--- src/hdl/gxf_pkg.sv ---
// Package of constants for the gesture exit and FIFO threshold block
package gxf_pkg;

	// ==================================================
	// Register field layout
	// ==================================================
	localparam int unsigned FIFO_TH_HI   = 7;     // FIFO threshold field top bit
	localparam int unsigned FIFO_TH_LO   = 6;     // FIFO threshold field bottom bit
	localparam int unsigned MASK_HI      = 5;     // Exit mask field top bit
	localparam int unsigned MASK_LO      = 2;     // Exit mask field bottom bit
	localparam int unsigned PERS_HI      = 1;     // Persistence field top bit
	localparam int unsigned PERS_LO      = 0;     // Persistence field bottom bit

	// Mask bit positions inside the 4-bit exit mask
	localparam int unsigned MSK_EAST     = 0;
	localparam int unsigned MSK_WEST     = 1;
	localparam int unsigned MSK_SOUTH    = 2;
	localparam int unsigned MSK_NORTH    = 3;

	// ==================================================
	// Reset values
	// ==================================================
	localparam logic [7:0] EXIT_TH_RST   = 8'h00; // Exit threshold after reset
	localparam logic [7:0] CFG_RST       = 8'h00; // Mask, FIFO and persistence after reset

	// ==================================================
	// Decode tables
	// ==================================================
	localparam logic [7:0] EXIT_TH_OFF   = 8'h00; // Threshold value that blocks exit

	// FIFO level needed per threshold code
	localparam logic [5:0] FIFO_LVL_0    = 6'h01;
	localparam logic [5:0] FIFO_LVL_1    = 6'h04;
	localparam logic [5:0] FIFO_LVL_2    = 6'h08;
	localparam logic [5:0] FIFO_LVL_3    = 6'h10;

	// Consecutive gesture-end count needed per persistence code
	localparam logic [2:0] PERS_CNT_0    = 3'h1;
	localparam logic [2:0] PERS_CNT_1    = 3'h2;
	localparam logic [2:0] PERS_CNT_2    = 3'h4;
	localparam logic [2:0] PERS_CNT_3    = 3'h7;

	// Gesture engine states
	typedef enum logic [0:0] {
		GXF_IDLE = 1'b0,
		GXF_RUN  = 1'b1
	} gxf_state_e;

endpackage

--- src/hdl/gxf_top.sv ---
// Gesture exit detection and FIFO threshold interrupt logic
// Overview of operation
// RQ1: Compare exit threshold with unmasked detector data
// RQ2: Zero threshold blocks exit; only mode clear
// RQ3: FIFO level vs code 1/4/8/16 raises interrupt
// RQ4: Mask bits drop E, W, S, N
// RQ5: Zero mask includes all four detectors
// RQ6: Mask bits combine independently
// RQ7: Exit after 1/2/4/7 consecutive gesture ends
// RQ8: End means all below; else counter clears
module gxf_top #(
	parameter int unsigned DW = 8                      // Detector data width
) (
	input  wire logic              clk,                // 100 MHz clock
	input  wire logic              rstn,               // Asynchronous reset, active low
	input  wire logic              th_wr,              // Write strobe, threshold register
	input  wire logic              cfg_wr,             // Write strobe, config register
	input  wire logic [7:0]        wr_data,            // Write data
	output logic [7:0]             gesture_exit_threshold_reg, // Threshold readback
	output logic [7:0]             gesture_exit_fifo_config,   // Config readback
	input  wire logic              gesture_engine_active,      // Mode control bit
	input  wire logic              entry_req,          // Entry request from entry logic
	input  wire logic              sample_valid,       // New directional dataset
	input  wire logic [4*DW-1:0]   directional_photodiodes,    // E,W,S,N packed
	input  wire logic [5:0]        fifo_level,         // Datasets now stored
	input  wire logic              fifo_int_en,        // FIFO interrupt enable
	output logic                   gesture_run,        // Engine inside state machine
	output logic                   gesture_exit,       // One-cycle exit pulse
	output logic [2:0]             end_count,          // Consecutive gesture-end count
	output logic                   fifo_int            // FIFO threshold interrupt level
);

	// ==================================================
	// Register file
	// ==================================================
	logic [7:0] th_q, th_d;   // Exit threshold
	logic [7:0] cfg_q, cfg_d; // Threshold, mask, persistence fields

	// Next value for host-written registers
	always_comb begin
		th_d  = th_q;
		cfg_d = cfg_q;
		if (th_wr) begin
			th_d = wr_data;
		end
		if (cfg_wr) begin
			cfg_d = wr_data;
		end
	end

	// Register storage
	always_ff @(posedge clk or negedge rstn) begin
		if (!rstn) begin
			th_q  <= gxf_pkg::EXIT_TH_RST;
			cfg_q <= gxf_pkg::CFG_RST;
		end else begin
			th_q  <= th_d;
			cfg_q <= cfg_d;
		end
	end

	// Field views
	logic [3:0] exit_detector_mask;       // Exit mask field
	logic [1:0] exit_persistence_setting; // Persistence code
	logic [1:0] fifo_level_threshold;     // FIFO threshold code
	assign exit_detector_mask       = cfg_q[gxf_pkg::MASK_HI:gxf_pkg::MASK_LO];
	assign exit_persistence_setting = cfg_q[gxf_pkg::PERS_HI:gxf_pkg::PERS_LO];
	assign fifo_level_threshold     = cfg_q[gxf_pkg::FIFO_TH_HI:gxf_pkg::FIFO_TH_LO];

	// ==================================================
	// Gesture-end detection
	// ==================================================
	logic end_hit; // Raw compare result

	gxf_end_detect #(
		.DW (DW)
	) u_end (
		.dir_data       (directional_photodiodes),
		.exit_mask      (exit_detector_mask),
		.exit_threshold (th_q),
		.end_hit        (end_hit)
	);

	// Persistence target decode
	logic [2:0] pers_need;
	always_comb begin
		unique case (exit_persistence_setting) // RQ7
			2'h0: pers_need = gxf_pkg::PERS_CNT_0;
			2'h1: pers_need = gxf_pkg::PERS_CNT_1;
			2'h2: pers_need = gxf_pkg::PERS_CNT_2;
			2'h3: pers_need = gxf_pkg::PERS_CNT_3;
		endcase
	end

	// ==================================================
	// Gesture state machine
	// ==================================================
	gxf_pkg::gxf_state_e st_q, st_d;
	logic [2:0]          cnt_q, cnt_d;   // Consecutive end counter
	logic                exit_q, exit_d; // Exit pulse
	logic                end_ok;         // Usable gesture end

	// Next state, counter and exit pulse
	always_comb begin
		st_d   = st_q;
		cnt_d  = cnt_q;
		exit_d = 1'b0;
		// Zero threshold can never signal an end, so only mode clear leaves
		end_ok = end_hit && (th_q != gxf_pkg::EXIT_TH_OFF); // RQ2
		unique case (st_q)
			gxf_pkg::GXF_IDLE: begin
				cnt_d = 3'h0;
				if (gesture_engine_active && entry_req) begin
					st_d = gxf_pkg::GXF_RUN;
				end
			end
			gxf_pkg::GXF_RUN: begin
				if (!gesture_engine_active) begin
					// Mode cleared: leave at once, no exit pulse
					st_d  = gxf_pkg::GXF_IDLE;
					cnt_d = 3'h0;
				end else if (sample_valid) begin
					if (!end_ok) begin
						cnt_d = 3'h0; // RQ8
					end else if (cnt_q + 3'h1 >= pers_need) begin
						st_d   = gxf_pkg::GXF_IDLE; // RQ7
						cnt_d  = 3'h0;
						exit_d = 1'b1;
					end else begin
						cnt_d = cnt_q + 3'h1; // RQ7
					end
				end
			end
		endcase
	end

	// State registers
	always_ff @(posedge clk or negedge rstn) begin
		if (!rstn) begin
			st_q   <= gxf_pkg::GXF_IDLE;
			cnt_q  <= 3'h0;
			exit_q <= 1'b0;
		end else begin
			st_q   <= st_d;
			cnt_q  <= cnt_d;
			exit_q <= exit_d;
		end
	end

	// ==================================================
	// FIFO threshold interrupt
	// ==================================================
	logic [5:0] fifo_need; // Level selected by threshold code
	logic       fint_q, fint_d;

	// Level decode and compare
	always_comb begin
		unique case (fifo_level_threshold) // RQ3
			2'h0: fifo_need = gxf_pkg::FIFO_LVL_0;
			2'h1: fifo_need = gxf_pkg::FIFO_LVL_1;
			2'h2: fifo_need = gxf_pkg::FIFO_LVL_2;
			2'h3: fifo_need = gxf_pkg::FIFO_LVL_3;
		endcase
		// Level, not sticky: drops as soon as the host drains the FIFO
		fint_d = fifo_int_en && (fifo_level >= fifo_need); // RQ3
	end

	// Interrupt register
	always_ff @(posedge clk or negedge rstn) begin
		if (!rstn) begin
			fint_q <= 1'b0;
		end else begin
			fint_q <= fint_d;
		end
	end

	// ==================================================
	// Outputs, all from flip-flops
	// ==================================================
	assign gesture_exit_threshold_reg = th_q;
	assign gesture_exit_fifo_config   = cfg_q;
	assign gesture_run                = (st_q == gxf_pkg::GXF_RUN);
	assign gesture_exit               = exit_q;
	assign end_count                  = cnt_q;
	assign fifo_int                   = fint_q;
endmodule

--- src/hdl/gxf_end_detect.sv ---
// Combinational gesture-end detector over the four masked directional channels
module gxf_end_detect #(
	parameter int unsigned DW = 8              // Data width of one detector
) (
	input  wire logic [4*DW-1:0] dir_data,     // Packed channels: E,W,S,N from bit 0 up
	input  wire logic [3:0]      exit_mask,    // Set bit drops a detector
	input  wire logic [DW-1:0]   exit_threshold, // Exit threshold
	output logic                 end_hit       // All included detectors below threshold
);

	// ==================================================
	// Per-detector compare
	// ==================================================
	logic [3:0] below; // One flag per detector, forced true when masked

	genvar gi;
	generate
		for (gi = 0; gi < 4; gi++) begin : g_ch
			// Masked channel counts as satisfied, so bits combine independently
			assign below[gi] = exit_mask[gi] | (dir_data[gi*DW +: DW] < exit_threshold); // RQ1 RQ4 RQ6
		end
	endgenerate

	// All-masked yields a hit on every sample; the threshold-zero guard is upstream
	assign end_hit = &below; // RQ5 RQ8

endmodule

--- config.mk ---
export PLATFORM = sky130hd
export DESIGN_NAME = gxf_top
export DESIGN_NICKNAME = d
export VERILOG_FILES = /design/src/hdl/gxf_pkg.sv /design/src/hdl/gxf_top.sv /design/src/hdl/gxf_end_detect.sv
export SDC_FILE = /design/constraint.sdc
export NUM_CORES = 1
export LEC_CHECK = 0
export BUFFER_PORTS_ARGS = -buffer_cell sky130_fd_sc_hd__buf_2
export CAP_MARGIN = 30
export CORE_UTILIZATION = 51
export CTS_CLUSTER_SIZE = 25
export DETAILED_ROUTE_END_ITERATION = 6
export PLACE_DENSITY_LB_ADDON = 0.08
export SLEW_MARGIN = 20
export SYNTH_ARGS = -nofsm -noshare
export SYNTH_HDL_FRONTEND = slang
export SYNTH_SLANG_ARGS = --single-unit
--- constraint.sdc ---
create_clock -name clk -period 4.5 [get_ports clk]
set_clock_uncertainty 0.15 [all_clocks]
set_input_delay 0 -clock clk [delete_from_list [all_inputs] [get_ports clk]]
set_output_delay 0 -clock clk [all_outputs]
set_load 0.1 [all_outputs]
=== After elaboration in Yosys (flattened, before gate mapping) ===
Cells that the tools add are included.

* Register bits after elaboration: 22
* Input port bits: 54
* Logic and storage cells: 50

* $add $sub $neg: 1
* Magnitude comparators: 6
* Equal/unequal tests: 7
* Mux-type cells: 18
* Bitwise operators: 5
* Reductions and logical operators: 7

{| class="wikitable"
|+ Operator list
! kind !! count
|-
| $lt 8x8->1 || 4
|-
| $pmux 6 s4 || 1
|-
| $mux 3 || 4
|-
| $pmux 3 s4 || 1
|-
| $mux 1 || 10
|-
| $eq 2x2->1 const B || 4
|-
| $reduce_bool 8->1 || 1
|-
| $ge 6x6->1 || 1
|-
| $pmux 3 s2 || 1
|-
| $eq 2x1->1 const B || 2
|-
| $logic_not 2->1 || 2
|-
| $or 1x1->1 || 4
|-
| $reduce_and 4->1 || 1
|-
| $add 3x1->3 const B || 1
|-
| $ge 3x3->1 || 1
|-
| $logic_and 1x1->1 || 3
|-
| $ne 3x3->1 const B || 1
|-
| $pmux 1 s2 || 1
|-
| $not 1->1 || 1
|}

=== Logic depth before layout (Yosys ltp) ===
* Depth after elaboration: 8
* Mapped depth: 9

=== Cells and area by module ===
A second synthesis with hierarchy kept.

* Cells, all modules: 174
* Area, all modules: 1756.7 um2

{| class="wikitable"
|+ By module, submodules not included
! module !! times used !! cells each !! area an instance (um2)
|-
| gxf_top || 1 || 95 || 1104.8
|-
| gxf_end_detect || 1 || 79 || 651.9
|}

=== Least setup slack after synthesis ===
No wires, ideal clock.

* Kind: register -> register
* From: register th_q[7], in the netlist gesture_exit_threshold_reg[7]
* To: register st_q, in the netlist gesture_run
* Library setup time: 0.124 ns
* Data arrival time: 2.702 ns
* Data required time: 4.226 ns
* Setup slack: 1.525 ns
* Stages on the path, launching flop included: 9
* Path through: dfrtp_1 inv_1 ha_1 and3_1 a221oi_1 o22ai_1 nor4_2 o211ai_1 o221a_1

* Cells in the longest elaborated chain, start to end: 8

{| class="wikitable"
|+ Ends and longest elaborated chain
! element !! line !! source
|-
| start: declaration || gxf_top.sv:36 || <nowiki>logic [7:0] th_q, th_d;</nowiki>
|-
| start signal: assignment || gxf_top.sv:54 || <nowiki>th_q <= gxf_pkg::EXIT_TH_RST;</nowiki>
|-
| start signal: assignment || gxf_top.sv:57 || <nowiki>th_q <= th_d;</nowiki>
|-
| $lt 8x8->1 || gxf_end_detect.sv:20 || <nowiki>assign below[gi] = exit_mask[gi] | (dir_data[gi*DW +: DW] < exit_threshold);</nowiki>
|-
| $or 1x1->1 || gxf_end_detect.sv:20 ||
|-
| $reduce_and 4->1 || gxf_end_detect.sv:25 || <nowiki>assign end_hit = &below;</nowiki>
|-
| $logic_and 1x1->1 (*) || gxf_top.sv:109 || <nowiki>end_ok = end_hit && (th_q != gxf_pkg::EXIT_TH_OFF);</nowiki>
|-
| $mux 1 (*) || gxf_top.sv:123 || <nowiki>if (!end_ok) begin</nowiki>
|-
| $mux 1 (*) || gxf_top.sv:122 || <nowiki>end else if (sample_valid) begin</nowiki>
|-
| $mux 1 (*) || gxf_top.sv:118 || <nowiki>if (!gesture_engine_active) begin</nowiki>
|-
| $pmux 1 s2 (*) || gxf_top.sv:110 || <nowiki>unique case (st_q)</nowiki>
|-
| via st_d || gxf_top.sv:98 || <nowiki>gxf_pkg::gxf_state_e st_q, st_d;</nowiki>
|-
| end signal: assignment || gxf_top.sv:140 || <nowiki>st_q <= gxf_pkg::GXF_IDLE;</nowiki>
|-
| end signal: assignment || gxf_top.sv:144 || <nowiki>st_q <= st_d;</nowiki>
|-
| end: declaration || gxf_top.sv:98 ||
|}

The timed path passes the listed nets; every way through them passes the cells marked *.
A chain may end at the register's enable or synchronous reset.

=== Worst setup path after layout ===
* From: register th_q[5], in the netlist gesture_exit_threshold_reg[5]
* To: register st_q, in the netlist gesture_run

Same word-level chain as after synthesis.

==> impl_metrics.ini <==
[layout]
fillers = 205
final_cell_area_um2 = 2477
finalNetCount = 373
final_common_cell = buf_2
regArea_um2 = 550.5
multi_input_area_um2 = 1122
antenna_cells = 0
drive_above_1_share = 0.3165
area_growth_pct = 43.90
final_cell_mix = buf_2, ha_1, dlygate4sd3_1

[worst_setup_path]
start_kind = flop
cp_slowest_stage_delay_ns = 0.55
worst_path_max_delay_cell = dlygate4sd3_1
crit_family = compound AO/OA/AOI/OAI gates
timing.rr.start = gesture_exit_threshold_reg[5]
endpoint_kind = flop
path_class = flop to flop
path_max_fanout = 5
cp_data_arrival_time_ns = 3.05
crit_start = gesture_exit_threshold_reg[5]
worstPathRequired_ns = 4.55
worstPathCellList = inv_1 -> ha_1 -> and3_1 -> a221oi_1 -> o22ai_1 -> nor4_2 -> o211ai_1 -> o221a_1 -> dlygate4sd3_1
ff2ff_path_depth = 9
timing.critical_path.buf_inv = 2
path_depth = 9

[clocking]
holdBufCountCts = 28
clock_latency_ns = 0.30
cts_setup_buffers = 0
root_buffer = clkbuf_4
clk_pin_slew_ns = 0.13
clk_path_buf_depth = 2
cts_resized = 0
cts_tree = yes
htree_levels = 1
cts_buffers = 3
cts_num_sinks = 22

[logic_synthesis]
ys_seq_area_frac = 0.3198
synthesis.nets = 267
syn_avg_cell_area_um2 = 9.952
synth_seq_cells = 22
ys_warn_count = 0
syn_inst = 173
synthDistinctLibCells = 34
syn_area_um2 = 1722

[floorplan]
fp-row-count = 20
die_w_um = 60.10
io_pins = 76
initial_core_util = 0.5504
core_um2 = 3128
fp.dieArea_um2 = 3612
die_h_um = 60.10

[routing]
wl_per_cell_um = 13.12
num_vias = 1681
via_per_inst = 5.220
firstDrtPassIters = 4
wirelength_um = 4226
antenna_left = 0
drt_iter0_markers = 65
drc = 0

[pwr]
leakage_nw = 1.315
power_density_nw_per_um2 = 276.8
max-vdd-ir-drop_uv = 191.4

[job]
drv_cap = 0

[placement]
hpwl_um = 3208
place_congestion = 0.8324
dpl_cell_area_um2 = 2145
port_buffers = 75
pre_cts_ws_ns = 2.082

[grt]
grt_usage = 0.2556
antenna_found_initial = 0
grt_pass1_vias = 1651
gr-total-overflow = 0
grt_pass1_wl_um = 6913
grt_max_degree = 23

[sta]
fmax_mhz = 333.4
setup_viol = 0
fin_crit_sh = 0.6665
rsz0062_at_grt = false
hold_viol = 0
setup_tns_ns = 0
tightestPinTransition_ns = 0.5059
setup_ws_ns = 1.501
drv_slew = 0
finalCriticalPeriod_ns = 2.999
maxSlewHeadroom = 0.6650

[hold_path]
hold_path_class = input port to async pin

[run_status]
status = finished, final reports clean
==> power breakdown <==
group          switching, mW  internal, mW
clock                 0.0611        0.0900
sequential            0.0168         0.213
combinational          0.203         0.102
==> layer usage <==
metal | global-route usage | routed length, um | vias to the layer above
met5 | 0 | 0 | -
met4 | 0.08638 | 46 | 0
met3 | 0.02814 | 197 | 4
met2 | 0.4364 | 2053 | 56
met1 | 0.3320 | 1928 | 769
li1 | - | - | 852
==> synthesized netlist by cell type <==
| cell | n | area, um2 |
|---|---|---|
| a2bb2oi_1 | 1 | 8.760 |
| o211ai_1 | 1 | 7.510 |
| o31a_1 | 1 | 8.760 |
| ha_1 | 40 | 500.5 |
| nand2b_1 | 4 | 25.02 |
| nor2b_1 | 1 | 6.260 |
| o22ai_1 | 1 | 6.260 |
| nor3_1 | 1 | 5.000 |
| clkbuf_1 | 2 | 7.510 |
| a21o_1 | 7 | 52.55 |
| nand4_1 | 1 | 6.260 |
| nor4bb_1 | 1 | 10.01 |
| o2111ai_1 | 1 | 8.760 |
| xor2_1 | 1 | 8.760 |
| nand3b_1 | 3 | 22.52 |
| nor2_1 | 8 | 30.03 |
| o21ai_0 | 17 | 85.08 |
| o221a_1 | 1 | 11.26 |
| and3_1 | 3 | 18.77 |
| nand2_1 | 16 | 60.06 |
| nor3b_1 | 3 | 22.52 |
| nor3b_2 | 1 | 12.51 |
| a41oi_1 | 1 | 8.760 |
| mux2_2 | 7 | 78.83 |
| a21boi_0 | 1 | 7.510 |
| nor4_1 | 2 | 12.51 |
| nor4_2 | 1 | 12.51 |
| and3b_1 | 1 | 8.760 |
| nand3_1 | 2 | 10.01 |
| a221oi_1 | 3 | 26.28 |
| inv_1 | 11 | 41.29 |
| a21oi_1 | 5 | 25.02 |
| o21bai_1 | 2 | 15.01 |
| dfrtp_1 | 22 | 550.5 |
==> final cells by class <==
cell class              count  share of cell area
multi-input cells         138              0.4530
well taps                  44             0.02222
clock inverters             1             0.01212
repair buffers            103              0.2646
flip-flops and latches     22              0.2222
clock buffers               3            0.009091
inverters                  11             0.01667
==> through the flow <==
stage | power (mW) | utilization | hold WS [ns] | std cells
2_1_floorplan | 0.4404 | - | -0.4456 | 173
3_3_place_gp | 0.5113 | 0.6856 | -0.1631 | 290
3_5_place_dp | 0.5163 | 0.6856 | -0.1606 | 290
4_1_cts | 0.6870 | 0.7920 | 0.03725 | 322
5_1_grt | 0.7274 | 0.7920 | 0.04363 | 322
6_report | 0.6858 | 0.7920 | 0.01745 | 322
==> kinds of logic (layout without fill, tap and decap cells) <==
kind of cell / count (synthesis) / after routing / share of synthesized area
xor gates and xnor gates: 1 / 1 / 0.005088
and+or+nand+nor: 48 / 48 / 0.1526
DFF: 22 / 22 / 0.3198
AOI/OAI and AO/OA: 42 / 42 / 0.1577
buffers and inverters: 13 / 118 / 0.02834
muxes: 7 / 7 / 0.04579
adders and majority gates: 40 / 40 / 0.2907
==> final timing paths <==
kind	to	slack [ns]
max	gesture_run	1.50
min	gesture_exit_fifo_config[4]	0.02
max reg2reg	gesture_run	1.50
min reg2reg	end_count[1]	0.37
max in group asynchronous	gesture_exit_fifo_config[1]	3.85
min in group clk	gesture_exit	0.22
No activity file was read; power rests on OpenSTA's default activity.
